File: src/design/gcsc_pkg.sv
// Package for the gain/current serial controller (host side).
// Assumes an APB slave port at 10 MHz and a three-wire serial amplifier.
package gcsc_pkg;
    // ----------------------------------------------------------------
    // Register offsets (byte addresses)
    // ----------------------------------------------------------------
    localparam logic [7:0] CTRL_OFS = 8'h00;
    localparam logic [7:0] WORD_OFS = 8'h04;
    localparam logic [7:0] STAT_OFS = 8'h08;
    // ----------------------------------------------------------------
    // Control register fields
    // ----------------------------------------------------------------
    localparam int CTRL_TXON_BIT = 0;
    localparam int CTRL_PWRUP_BIT = 1;
    localparam int CTRL_GO_BIT = 2;
    localparam logic [1:0] CTRL_RST = 2'h0;
    // ----------------------------------------------------------------
    // Word layout
    // ----------------------------------------------------------------
    localparam int WORD_BITS = 8;
    localparam int CL_MSB = 7;
    localparam int CL_LSB = 6;
    localparam int GAIN_MSB = 5;
    localparam logic [5:0] GAIN_MIN = 6'h01;
    localparam logic [5:0] GAIN_MAX = 6'h3c;
    localparam logic [7:0] WORD_RST = 8'h00;
    localparam logic [1:0] CL_HIGHEST = 2'h3;
    localparam logic [1:0] CL_LOWEST = 2'h0;
    // ----------------------------------------------------------------
    // Timing: serial clock half period
    // ----------------------------------------------------------------
    localparam int CLK_HZ = 10000000;
    localparam int HALF_NS = 400;
    localparam int HALF_CYC = (HALF_NS * (CLK_HZ / 1000000) + 999) / 1000;
    localparam logic [7:0] HALF_CNT = 8'(HALF_CYC - 1);
    // ----------------------------------------------------------------
    // Sequencer states, Gray along the path except CLOSE back to IDLE
    // ----------------------------------------------------------------
    typedef enum logic [2:0] {
        GCSC_IDLE = 3'h0,
        GCSC_OPEN = 3'h1,
        GCSC_LOW = 3'h3,
        GCSC_HIGH = 3'h2,
        GCSC_CLOSE = 3'h6
    } gcsc_state_t;
endpackage : gcsc_pkg

File: src/design/gcsc_tick.sv
// Rate divider: one-cycle enable pulse every N+1 cycles while running.
// Assumes a single clock domain; restarts when run is low.
`timescale 1ns/100ps
module gcsc_tick (
    input wire logic pclk,
    input wire logic presetn,
    input wire logic run,
    input wire logic [7:0] limit,
    output logic tick
);
    logic [7:0] cnt_q;
    // ----------------------------------------------------------------
    // Counter
    // ----------------------------------------------------------------
    assign tick = run && (cnt_q == limit);
    // Count up to limit then wrap
    always_ff @(posedge pclk or negedge presetn) begin
        if (!presetn) begin
            cnt_q <= 8'h00;
        end else if (!run || tick) begin
            cnt_q <= 8'h00;
        end else begin
            cnt_q <= cnt_q + 8'h01;
        end
    end
endmodule : gcsc_tick

File: src/design/gcsc_ctrl.sv
// Host controller for the amplifier's three-wire gain/current port.
// Software writes an 8-bit word and a go bit over APB; the block then
// frames the word with the load strobe and shifts it out MSB first.
// Assumes the amplifier samples data on the serial clock's rising edge.
// Function
// - The word is 8 bits, MSB first, current in 7:6, gain in 5:0.
// - Valid gain codes are 01 to 3c, one dB per step.
// - Current level 11 is highest and 00 is lowest of four presets.
// - A load begins by the strobe falling, which opens the clock.
// - Burst transmit is held low while power-down changes.
// - At power-up transmit stays low until a word is committed.
//
// The address map and the APB register port were chosen for this implementation.
`timescale 1ns/100ps
module gcsc_ctrl (
    input wire logic pclk,
    input wire logic presetn,
    input wire logic psel,
    input wire logic penable,
    input wire logic pwrite,
    input wire logic [7:0] paddr,
    input wire logic [31:0] pwdata,
    output logic [31:0] prdata,
    output logic pready,
    output logic pslverr,
    output logic serial_clk,
    output logic serial_word_in,
    output logic word_load_strobe_n,
    output logic burst_transmit_on,
    output logic power_up
);
    // ----------------------------------------------------------------
    // State
    // ----------------------------------------------------------------
    gcsc_pkg::gcsc_state_t st_q, st_d;
    logic [7:0] word_q;
    logic [7:0] shift_q;
    logic [2:0] bit_q;
    logic txon_req_q, pwr_req_q, committed_q, range_err_q;
    logic busy;
    logic tick;
    logic run;

    // ----------------------------------------------------------------
    // APB decode; zero wait states
    // ----------------------------------------------------------------
    wire acc = psel && penable;
    wire wr = acc && pwrite;
    wire hit_ctrl = (paddr == gcsc_pkg::CTRL_OFS);
    wire hit_word = (paddr == gcsc_pkg::WORD_OFS);
    wire hit_stat = (paddr == gcsc_pkg::STAT_OFS);
    wire mapped = hit_ctrl || hit_word || hit_stat;
    wire go = wr && hit_ctrl && pwdata[gcsc_pkg::CTRL_GO_BIT] && !busy;
    // Word writes during a load are dropped to keep the frame coherent
    wire word_we = wr && hit_word && !busy;
    wire ctrl_we = wr && hit_ctrl;
    wire [5:0] gain = word_q[gcsc_pkg::GAIN_MSB:0];
    wire bad_gain = (gain < gcsc_pkg::GAIN_MIN) ||
                    (gain > gcsc_pkg::GAIN_MAX);
    wire [31:0] rd_mux =
        hit_ctrl ? {30'h0, pwr_req_q, txon_req_q} :
        hit_word ? {24'h0, word_q} :
        hit_stat ? {28'h0, range_err_q, committed_q, busy, 1'b0} :
        32'h0;
    // Power-down only moves while transmit is parked low
    wire pwr_change = (pwr_req_q != power_up);
    // Transmit also waits for the power pin, so it never runs powered down
    wire tx_allow = txon_req_q && committed_q && !pwr_change &&
                    power_up;
    assign busy = (st_q != gcsc_pkg::GCSC_IDLE);
    assign run = (st_q == gcsc_pkg::GCSC_LOW) ||
                 (st_q == gcsc_pkg::GCSC_HIGH) ||
                 (st_q == gcsc_pkg::GCSC_OPEN) ||
                 (st_q == gcsc_pkg::GCSC_CLOSE);
    // Next bit leaves as the clock falls, never as it rises
    wire shift_now = tick && ((st_q == gcsc_pkg::GCSC_OPEN) ||
                     (st_q == gcsc_pkg::GCSC_HIGH && bit_q != 3'h0));

    gcsc_tick u_tick (
        .pclk(pclk),
        .presetn(presetn),
        .run(run),
        .limit(gcsc_pkg::HALF_CNT),
        .tick(tick)
    );

    // APB response registers
    always_ff @(posedge pclk or negedge presetn) begin
        if (!presetn) begin
            prdata <= 32'h0;
            pready <= 1'b0;
            pslverr <= 1'b0;
        end else begin
            pready <= psel && !penable;
            pslverr <= psel && !penable && !mapped;
            prdata <= (psel && !penable && !pwrite) ? rd_mux : 32'h0;
        end
    end

    // Software registers
    always_ff @(posedge pclk or negedge presetn) begin
        if (!presetn) begin
            word_q <= gcsc_pkg::WORD_RST;
            txon_req_q <= 1'b0;
            pwr_req_q <= 1'b0;
        end else begin
            if (word_we && pready) begin
                word_q <= pwdata[7:0];
            end
            if (ctrl_we && pready) begin
                txon_req_q <= pwdata[gcsc_pkg::CTRL_TXON_BIT];
                pwr_req_q <= pwdata[gcsc_pkg::CTRL_PWRUP_BIT];
            end
        end
    end

    // ----------------------------------------------------------------
    // Frame sequencer
    // ----------------------------------------------------------------
    always_comb begin
        st_d = st_q;
        case (st_q)
            gcsc_pkg::GCSC_IDLE: begin
                if (go && pready) st_d = gcsc_pkg::GCSC_OPEN;
            end
            gcsc_pkg::GCSC_OPEN: begin
                if (tick) st_d = gcsc_pkg::GCSC_LOW;
            end
            gcsc_pkg::GCSC_LOW: begin
                if (tick) st_d = gcsc_pkg::GCSC_HIGH;
            end
            gcsc_pkg::GCSC_HIGH: begin
                if (tick) begin
                    st_d = (bit_q == 3'h0) ? gcsc_pkg::GCSC_CLOSE :
                                             gcsc_pkg::GCSC_LOW;
                end
            end
            gcsc_pkg::GCSC_CLOSE: begin
                if (tick) st_d = gcsc_pkg::GCSC_IDLE;
            end
            default: st_d = gcsc_pkg::GCSC_IDLE;
        endcase
    end

    // Pin drivers; data changes on falling clock, stable at rising edge
    always_ff @(posedge pclk or negedge presetn) begin
        if (!presetn) begin
            st_q <= gcsc_pkg::GCSC_IDLE;
            shift_q <= 8'h00;
            bit_q <= 3'h0;
            serial_clk <= 1'b0;
            serial_word_in <= 1'b0;
            word_load_strobe_n <= 1'b1;
            committed_q <= 1'b0;
            range_err_q <= 1'b0;
        end else begin
            st_q <= st_d;
            if (st_q == gcsc_pkg::GCSC_IDLE && go && pready) begin
                shift_q <= word_q;
                bit_q <= 3'h7;
                word_load_strobe_n <= 1'b0;
                range_err_q <= bad_gain;
            end
            if (shift_now) begin
                serial_word_in <= shift_q[7];
                shift_q <= {shift_q[6:0], 1'b0};
            end
            if (tick && st_q == gcsc_pkg::GCSC_LOW) begin
                serial_clk <= 1'b1;
            end
            if (tick && st_q == gcsc_pkg::GCSC_HIGH) begin
                serial_clk <= 1'b0;
                bit_q <= bit_q - 3'h1;
            end
            if (tick && st_q == gcsc_pkg::GCSC_CLOSE) begin
                word_load_strobe_n <= 1'b1;
                committed_q <= 1'b1;
            end
        end
    end

    // Enable pins; transmit drops first, power moves once it is low
    always_ff @(posedge pclk or negedge presetn) begin
        if (!presetn) begin
            burst_transmit_on <= 1'b0;
            power_up <= 1'b0;
        end else begin
            burst_transmit_on <= tx_allow;
            if (pwr_change && !burst_transmit_on) begin
                power_up <= pwr_req_q;
            end
        end
    end

    // ----------------------------------------------------------------
    // Assertions
    // ----------------------------------------------------------------
    a_tx_needs_commit: assert property (@(posedge pclk) disable iff (!presetn)
        burst_transmit_on |-> committed_q)
        else $error("transmit enabled before a commit");
    a_pwr_tx_low: assert property (@(posedge pclk) disable iff (!presetn)
        $changed(power_up) |-> !$past(burst_transmit_on))
        else $error("power pin moved with transmit high");
    a_clk_in_frame: assert property (@(posedge pclk) disable iff (!presetn)
        serial_clk |-> !word_load_strobe_n)
        else $error("serial clock outside frame");
    a_data_stable: assert property (@(posedge pclk) disable iff (!presetn)
        $rose(serial_clk) |-> $stable(serial_word_in))
        else $error("data moved at rising clock");
    a_strobe_idle: assert property (@(posedge pclk) disable iff (!presetn)
        (st_q == gcsc_pkg::GCSC_IDLE) |-> word_load_strobe_n)
        else $error("strobe low while idle");
    a_commit_edge: assert property (@(posedge pclk) disable iff (!presetn)
        $rose(word_load_strobe_n) |-> committed_q && !serial_clk)
        else $error("strobe rose without commit");
    a_clk_fall: assert property (@(posedge pclk) disable iff (!presetn)
        $rose(serial_clk) |-> serial_clk[*4] ##1 !serial_clk)
        else $error("serial clock high time wrong");
    a_range_flag: assert property (@(posedge pclk) disable iff (!presetn)
        $fell(word_load_strobe_n) |=> range_err_q == $past(bad_gain))
        else $error("range flag not captured");
    a_tx_power: assert property (@(posedge pclk) disable iff (!presetn)
        burst_transmit_on |-> power_up)
        else $error("transmit while powered down");
endmodule : gcsc_ctrl

File: config.mk
export PLATFORM = sky130hd
export DESIGN_NAME = gcsc_ctrl
export DESIGN_NICKNAME = d
export VERILOG_FILES = /design/src/design/gcsc_pkg.sv /design/src/design/gcsc_tick.sv /design/src/design/gcsc_ctrl.sv
export SDC_FILE = /design/constraint.sdc
export NUM_CORES = 1
export LEC_CHECK = 0
export BUFFER_PORTS_ARGS = -buffer_cell sky130_fd_sc_hd__buf_2
export CAP_MARGIN = 20
export CORE_ASPECT_RATIO = 0.7
export CORE_MARGIN = 5
export CORE_UTILIZATION = 25
export DETAILED_ROUTE_END_ITERATION = 16
export GPL_TIMING_DRIVEN = 0
export PLACE_DENSITY = 0.46
export SETUP_SLACK_MARGIN = 0.15
export SYNTH_ARGS = -nofsm -noshare
export SYNTH_HDL_FRONTEND = slang
export SYNTH_SLANG_ARGS = --single-unit
File: constraint.sdc
create_clock -name pclk -period 5.2 [get_ports pclk]
set_clock_uncertainty 0.2 [all_clocks]
set_input_delay 0.52 -clock pclk [delete_from_list [all_inputs] [get_ports pclk]]
set_output_delay 0.52 -clock pclk [all_outputs]
set_load 0.005 [all_outputs]
==> run metrics, run 1 <==
Switching Power=160 µW; Mean Syn Cell Area=11.5 µm²; crit share post-route=49.5%; die width=127 µm; Finished Layout Cells=404; initial antenna violation count=0; core area=9530 µm²; Routed WL=4820 µm; clock sinks=49; Core Util, Final=31.4%; Ports=84; CTS Buffer Depth=2; CP max stage delay=0.58 ns; number of remaining DRC errors=0; synth warn=0; Root Driver=clkbuf_16; crit-path most repeated cell=mux2_1; Seq/Total Area, Yosys=51.0%; Post-CTS Setup Inserts=0; Port-buffer cells=34; crit path DAT=2.54 ns; placed cells=395; peak supply drop=113 µV; flop2flop setup slack=2.62 ns; min setup slack post-route=2.62 ns; largest net degree at the start of global routing=30; Max Slew Vio Count=0; fin nets=323; pre-CTS setup slack=2.39 ns; overall routing resource usage=8.81%; clock-pin slew on the worst setup and hold paths=0.06 ns; clock share of power=42.7%; synth-to-layout area growth=24.5%; fraction of layout cells with a size suffix above 1=33.3%; Logic pwr share=5.8%; CP Cell Sequence=or4b_4, nor4_4, buf_6, mux2_1, mux2_1; Die ar.=11700 µm²; vias=1601; Hold Path Class=input pin to flop; setup TNS=0 ns; clk_lat worst skew=0.29 ns; f_max=388 MHz; crit path time final=2.58 ns; kind of critical path=flop to flop; Mapped Area=2400 µm²; Crit path max-delay family=simple AND/OR/NAND/NOR gates; DR WL/cell=11.9 µm; total gr overflow=0; outcome=finished, final reports clean; Internal Pwr Total=583 µW; maxcap violations=0; CP max stage cell=or4b_4; synth unique cells=40; First-pass DRT Iterations=4; leakage power total=1.60 nW; total power density per cell area=248 nW/µm²; CP startpoint kind=flop; vias per cell=3.96; num rows=30; setup-violating endpoint count in the final report=0; WHS=0.260 ns; Sw Ratio=21.6%; Critical Path Sink Type=flop; Final Hold Fails=0; unrepaired setup endpoints after global routing=no; vias in the first global route=1573; H-tree Lvls=2; first-pass GRT wire length=8150 µm; CP max FO=10; DP HPWL=3740 µm; post-synthesis cell count=209; CTS tree=built; Initial DRC Count=99; Worst EP required=5.17 ns; Seq cells post-synth=49; CTS buffer count=5; ANT cells=0; Worst Path Buf+Inv=1; GP Congestion=0.705; initial core utilization=25.2%; Die H=92.1 µm; Seq pwr share=51.5%; Final ANT Viol Nets=0
through the flow:
stage | instance area [µm²] | power (mW)
2_1_floorplan | 2490 | 0.412
3_3_place_gp | 2820 | 0.431
3_5_place_dp | 2840 | 0.432
4_1_cts | 2990 | 0.758
5_1_grt | 2990 | 0.781
6_report | 2990 | 0.743
path summary, 6_finish.rpt:
path,end,depth (start not counted),from
setup / recovery,shift_q[7],5,st_q[1]
hold / removal,word_q[7],2,pwdata[7]
setup reg to reg,shift_q[7],5,st_q[1]
hold reg to reg,word_load_strobe_n,2,word_load_strobe_n
max in group asynchronous,word_load_strobe_n,3,presetn
min in group asynchronous,u_tick.cnt_q[5],2,presetn
placed cells by master, fill, tap and decap left out, types with 2 or more instances in the layout:
master,count
dfrtp_1,48
buf_2,37
buf_4,24
conb_1,24
nor2_1,21
mux2_2,16
mux2_1,13
and3_1,8
nand3_1,8
inv_1,6
mux2i_1,5
a21oi_1,5
xor2_1,5
clkbuf_16,5
nor2b_1,4
nand2_1,4
or3_1,3
nor3_1,3
nand4_1,3
ha_1,3
nand2b_1,2
a22oi_1,2
buf_6,2
clkbuf_1,2
nor4_1,2
o21ai_0,2
synthesized netlist by cell type:
cell	instances	area, µm²
a21oi_1	5	25.0
a22oi_1	2	15.0
a311o_1	1	10.0
a31oi_1	1	6.26
and2_0	1	6.26
and2_1	1	6.26
and3_1	8	50.1
and4_1	1	8.76
buf_2	3	15.0
buf_4	24	180
buf_6	2	22.5
clkbuf_1	1	3.75
conb_1	1	3.75
dfrtp_1	48	1200
dfstp_2	1	26.3
ha_1	3	37.5
inv_1	6	22.5
mux2_1	13	146
mux2_2	16	180
mux2i_1	5	50.1
nand2_1	4	15.0
nand2b_1	2	12.5
nand3_1	8	40.0
nand4_1	3	18.8
nand4b_1	1	8.76
nor2_1	21	78.8
nor2b_1	4	25.0
nor3_1	3	15.0
nor4_1	2	12.5
nor4_2	1	12.5
nor4_4	1	21.3
o21ai_0	2	10.0
o21bai_1	1	7.51
o22ai_1	1	6.26
or3_1	3	18.8
or4_1	1	7.51
or4_4	1	11.3
or4b_4	1	13.8
xnor2_1	1	8.76
xor2_1	5	43.8
cells by family (layout without fill, tap and decap cells):
logic type      Yosys count  in the layout  synth area share (%)
flops                    49             49                  51.0
xor+xnor                  6              6                  2.19
mux                      34             34                  15.7
buf+inv                  36             80                  10.1
simple gates             67             67                  15.9
fa+ha+maj                 3              3                  1.56
other cells               1             24                 0.156
compound gates           13             13                  3.33
power groups by stage:
stage / registers, mW / clock network (mW) / logic, mW
3_5_place_dp: 0.390 / 0 / 0.0428
3_3_place_gp: 0.390 / 0 / 0.0413
4_1_cts: 0.382 / 0.332 / 0.0435
6_report: 0.382 / 0.317 / 0.0433
5_1_grt: 0.382 / 0.349 / 0.0500
2_1_floorplan: 0.390 / 0 / 0.0218
cell type report:
type / count / area [µm²]
Fill cell: 978 / 6540
Sequential cell: 49 / 1230
Multi-Input combinational cell: 147 / 1020
Buffer: 30 / 221
Timing Repair Buffer: 36 / 200
Tap cell: 128 / 160
Clock buffer: 6 / 129
Inverter: 6 / 22.5
Clock inverter: 2 / 13.8
flip-flops by register name, summed over array words and instances (netlist names), 3 cells and up:
signal / flops
shift_q: 8
u_tick.cnt_q: 8
word_q: 8
bit_q: 3
prdata: 8
st_q: 3
per-layer routing:
metal | up-vias | global-route usage [%] | share of wire [%]
met5 | - | 0 | 0
met4 | 0 | 3.21 | 1.5
met3 | 7 | 3.20 | 7.2
met2 | 48 | 11.6 | 39
met1 | 740 | 12.9 | 52
li1 | 806 | - | -
repair_timing:
action / 4_1_cts / 5_1_grt
hold endpoints to repair: 20 / 0
setup endpoints to repair: 0 / 0
resized for setup: 0 / 0
hold buffers: 1 / 0
(Power assumes the default switching activity.)
==> run 2, diff against run 1 <==
Settings changed: ABC_AREA set to 1, PLACE_DENSITY 0.46 to 0.47.
Clock period 5.2 ns to 2.35 ns, I/O delays scaled along.
==> run metrics, run 2 <==
outcome=finished, final reports clean; synth warn=0; Hold Path Class=input pin to flop; setup-violating endpoint count in the final report=0; Max Slew Vio Count=0; kind of critical path=flop to flop; hold path start=pwdata[2]; pre-CTS setup slack=0.627 ns; Worst EP required=2.34 ns; clock sinks=49; vias=2074; clock-pin slew on the worst setup and hold paths=0.07 ns; vias per cell=4.01; maxcap violations=0; Finished Layout Cells=517; number of synthesized flops with an enable pin=0; first-pass GRT wire length=9980 µm; initial core utilization=25.5%; placed cells=499; CTS tree=built; top-area cell type share of the netlist area=45.6%; post-synth top area cell=dfrtp_1; fin nets=432; Root Driver=clkbuf_16; Die ar.=12700 µm²; most frequent cells in the layout=64 x nand2_1, 48 x dfrtp_1, 43 x inv_1; R2R depth=9; Synth top cells by count=64 x nand2_1, 48 x dfrtp_1, 43 x inv_1, 24 x buf_4, 22 x nand3_1; fraction of layout cells with a size suffix above 1=27.0%; First-pass DRT Iterations=5; die width=133 µm; Die H=95.9 µm; vias in the first global route=2028; setup TNS=0 ns; num rows=31; Ports=84; DP HPWL=4480 µm; crit share post-route=73.5%; total power density per cell area=515 nW/µm²; Synth area leaders=dfrtp_1 46%, nand2_1 9.1%, buf_4 6.8%; clk_lat worst skew=0.30 ns; synth-to-layout area growth=26.5%; CP max stage delay=0.32 ns; min setup slack post-route=0.623 ns; # fillers=1077; DR WL/cell=11.4 µm; core area=10300 µm²; number of remaining DRC errors=0; r2r startpoint=bit_q[0]; Final ANT Viol Nets=0; prevailing post-synth register cell=dfrtp_1; GP Congestion=0.807; crit path DAT=1.72 ns; Mean Syn Cell Area=8.55 µm²; flop2flop setup slack=0.62 ns; Hold Path Stages=3; post-synthesis cell count=308; Seq/Total Area, Yosys=46.6%; synth unique cells=31; f_max=579 MHz; CP max stage cell=dfrtp_1; peak supply drop=256 µV; CP max FO=10; unrepaired setup endpoints after global routing=no; Core Util, Final=32.3%; overall routing resource usage=9.79%; Final Hold Fails=0; largest net degree at the start of global routing=34; Initial DRC Count=92; total gr overflow=0; commonest non-fill, non-tap cell in the layout=nand2_1; WHS Endpoint=word_q[2]; CP startpoint kind=flop; crit path time final=1.73 ns; Mapped Area=2630 µm²; Seq cells post-synth=49; CTS Buffer Depth=2; Critical Path Sink Type=flop; leakage power total=1.68 nW; most common cell in the netlist=nand2_1; Routed WL=5870 µm; CP Cell Sequence=inv_1, ha_1, nand2_1, nand3_2, nand2_4, nand3_4, buf_6, nand3_2, nand2_1; initial antenna violation count=0; async set or reset register ratio after synthesis=100%; ANT cells=0; Reg-to-Reg End=shift_q[3]; H-tree Lvls=2; CTS buffer count=5; Port-buffer cells=35
[run 2: logic make-up (layout without fill, tap and decap cells)]
kind of cell    Yosys count  count (layout)  synth area share (%)
fa+ha+maj                 3               3                  1.43
other cells               1              24                 0.142
simple gates            150             150                  30.0
flops                    49              49                  46.6
compound gates           30              30                  6.65
buf+inv                  75             129                  15.2
[run 2: worst max-delay path by stage]
stage	startpoint	to	depth (start not counted)
6_report	bit_q[0]	shift_q[3]	9
3_3_place_gp	bit_q[0]	shift_q[1]	9
3_5_place_dp	bit_q[0]	shift_q[3]	9
4_1_cts	bit_q[0]	shift_q[3]	9
5_1_grt	bit_q[0]	shift_q[6]	9
2_1_floorplan	bit_q[0]	serial_word_in	9
[run 2: metal layers]
layer,vias to the layer above,track usage [%],routed length [µm]
li1,1089,-,-
met4,0,2.77,64
met3,7,3.19,274
met5,-,0,0
met1,945,14.4,3140
met2,33,13.5,2390
[run 2: per-stage QoR]
| stage | total power [mW] | instance area [µm²] | hold slack (ns) |
|---|---|---|---|
| 2_1_floorplan | 0.920 | 2720 | -0.261 |
| 3_3_place_gp | 0.964 | 3060 | 0.244 |
| 3_5_place_dp | 0.968 | 3080 | -0.00205 |
| 4_1_cts | 1.75 | 3330 | 0.0183 |
| 5_1_grt | 1.80 | 3330 | 0.0577 |
| 6_report | 1.71 | 3330 | 0.0341 |
[run 2: cell type report]
type | count | area [µm²] | share of cell area [%]
Clock inverter | 3 | 26.3 | 0.789
Multi-Input combinational cell | 207 | 1090 | 32.8
Sequential cell | 49 | 1230 | 36.8
Inverter | 47 | 176 | 5.29
Buffer | 28 | 223 | 6.68
Tap cell | 132 | 165 | 4.96
Timing Repair Buffer | 46 | 295 | 8.86
Clock buffer | 5 | 125 | 3.76
[run 2: worst max-delay path: cells and delay by family, from the launching register on]
kind | cells | cell delay [ns]
buf+inv | 2 | 0.27
flops | 1 | 0.32
fa+ha+maj | 1 | 0.19
simple gates | 6 | 0.63
[run 2: power breakdown]
group / leakage [nW] / total, mW / internal [mW] / switching, mW
clock network: 0.0680 / 0.750 / 0.402 / 0.348
registers: 0.617 / 0.849 / 0.847 / 0.00194
logic: 0.996 / 0.116 / 0.0588 / 0.0568
total: 1.68 / 1.71 / 1.31 / 0.406
[run 2: repair_timing]
item	4_1_cts	5_1_grt
resized for setup	0	0
hold buffers	10	0
endpoints found under the hold margin	24	0
endpoints found under the setup margin	0	0
setup buffers	0	0
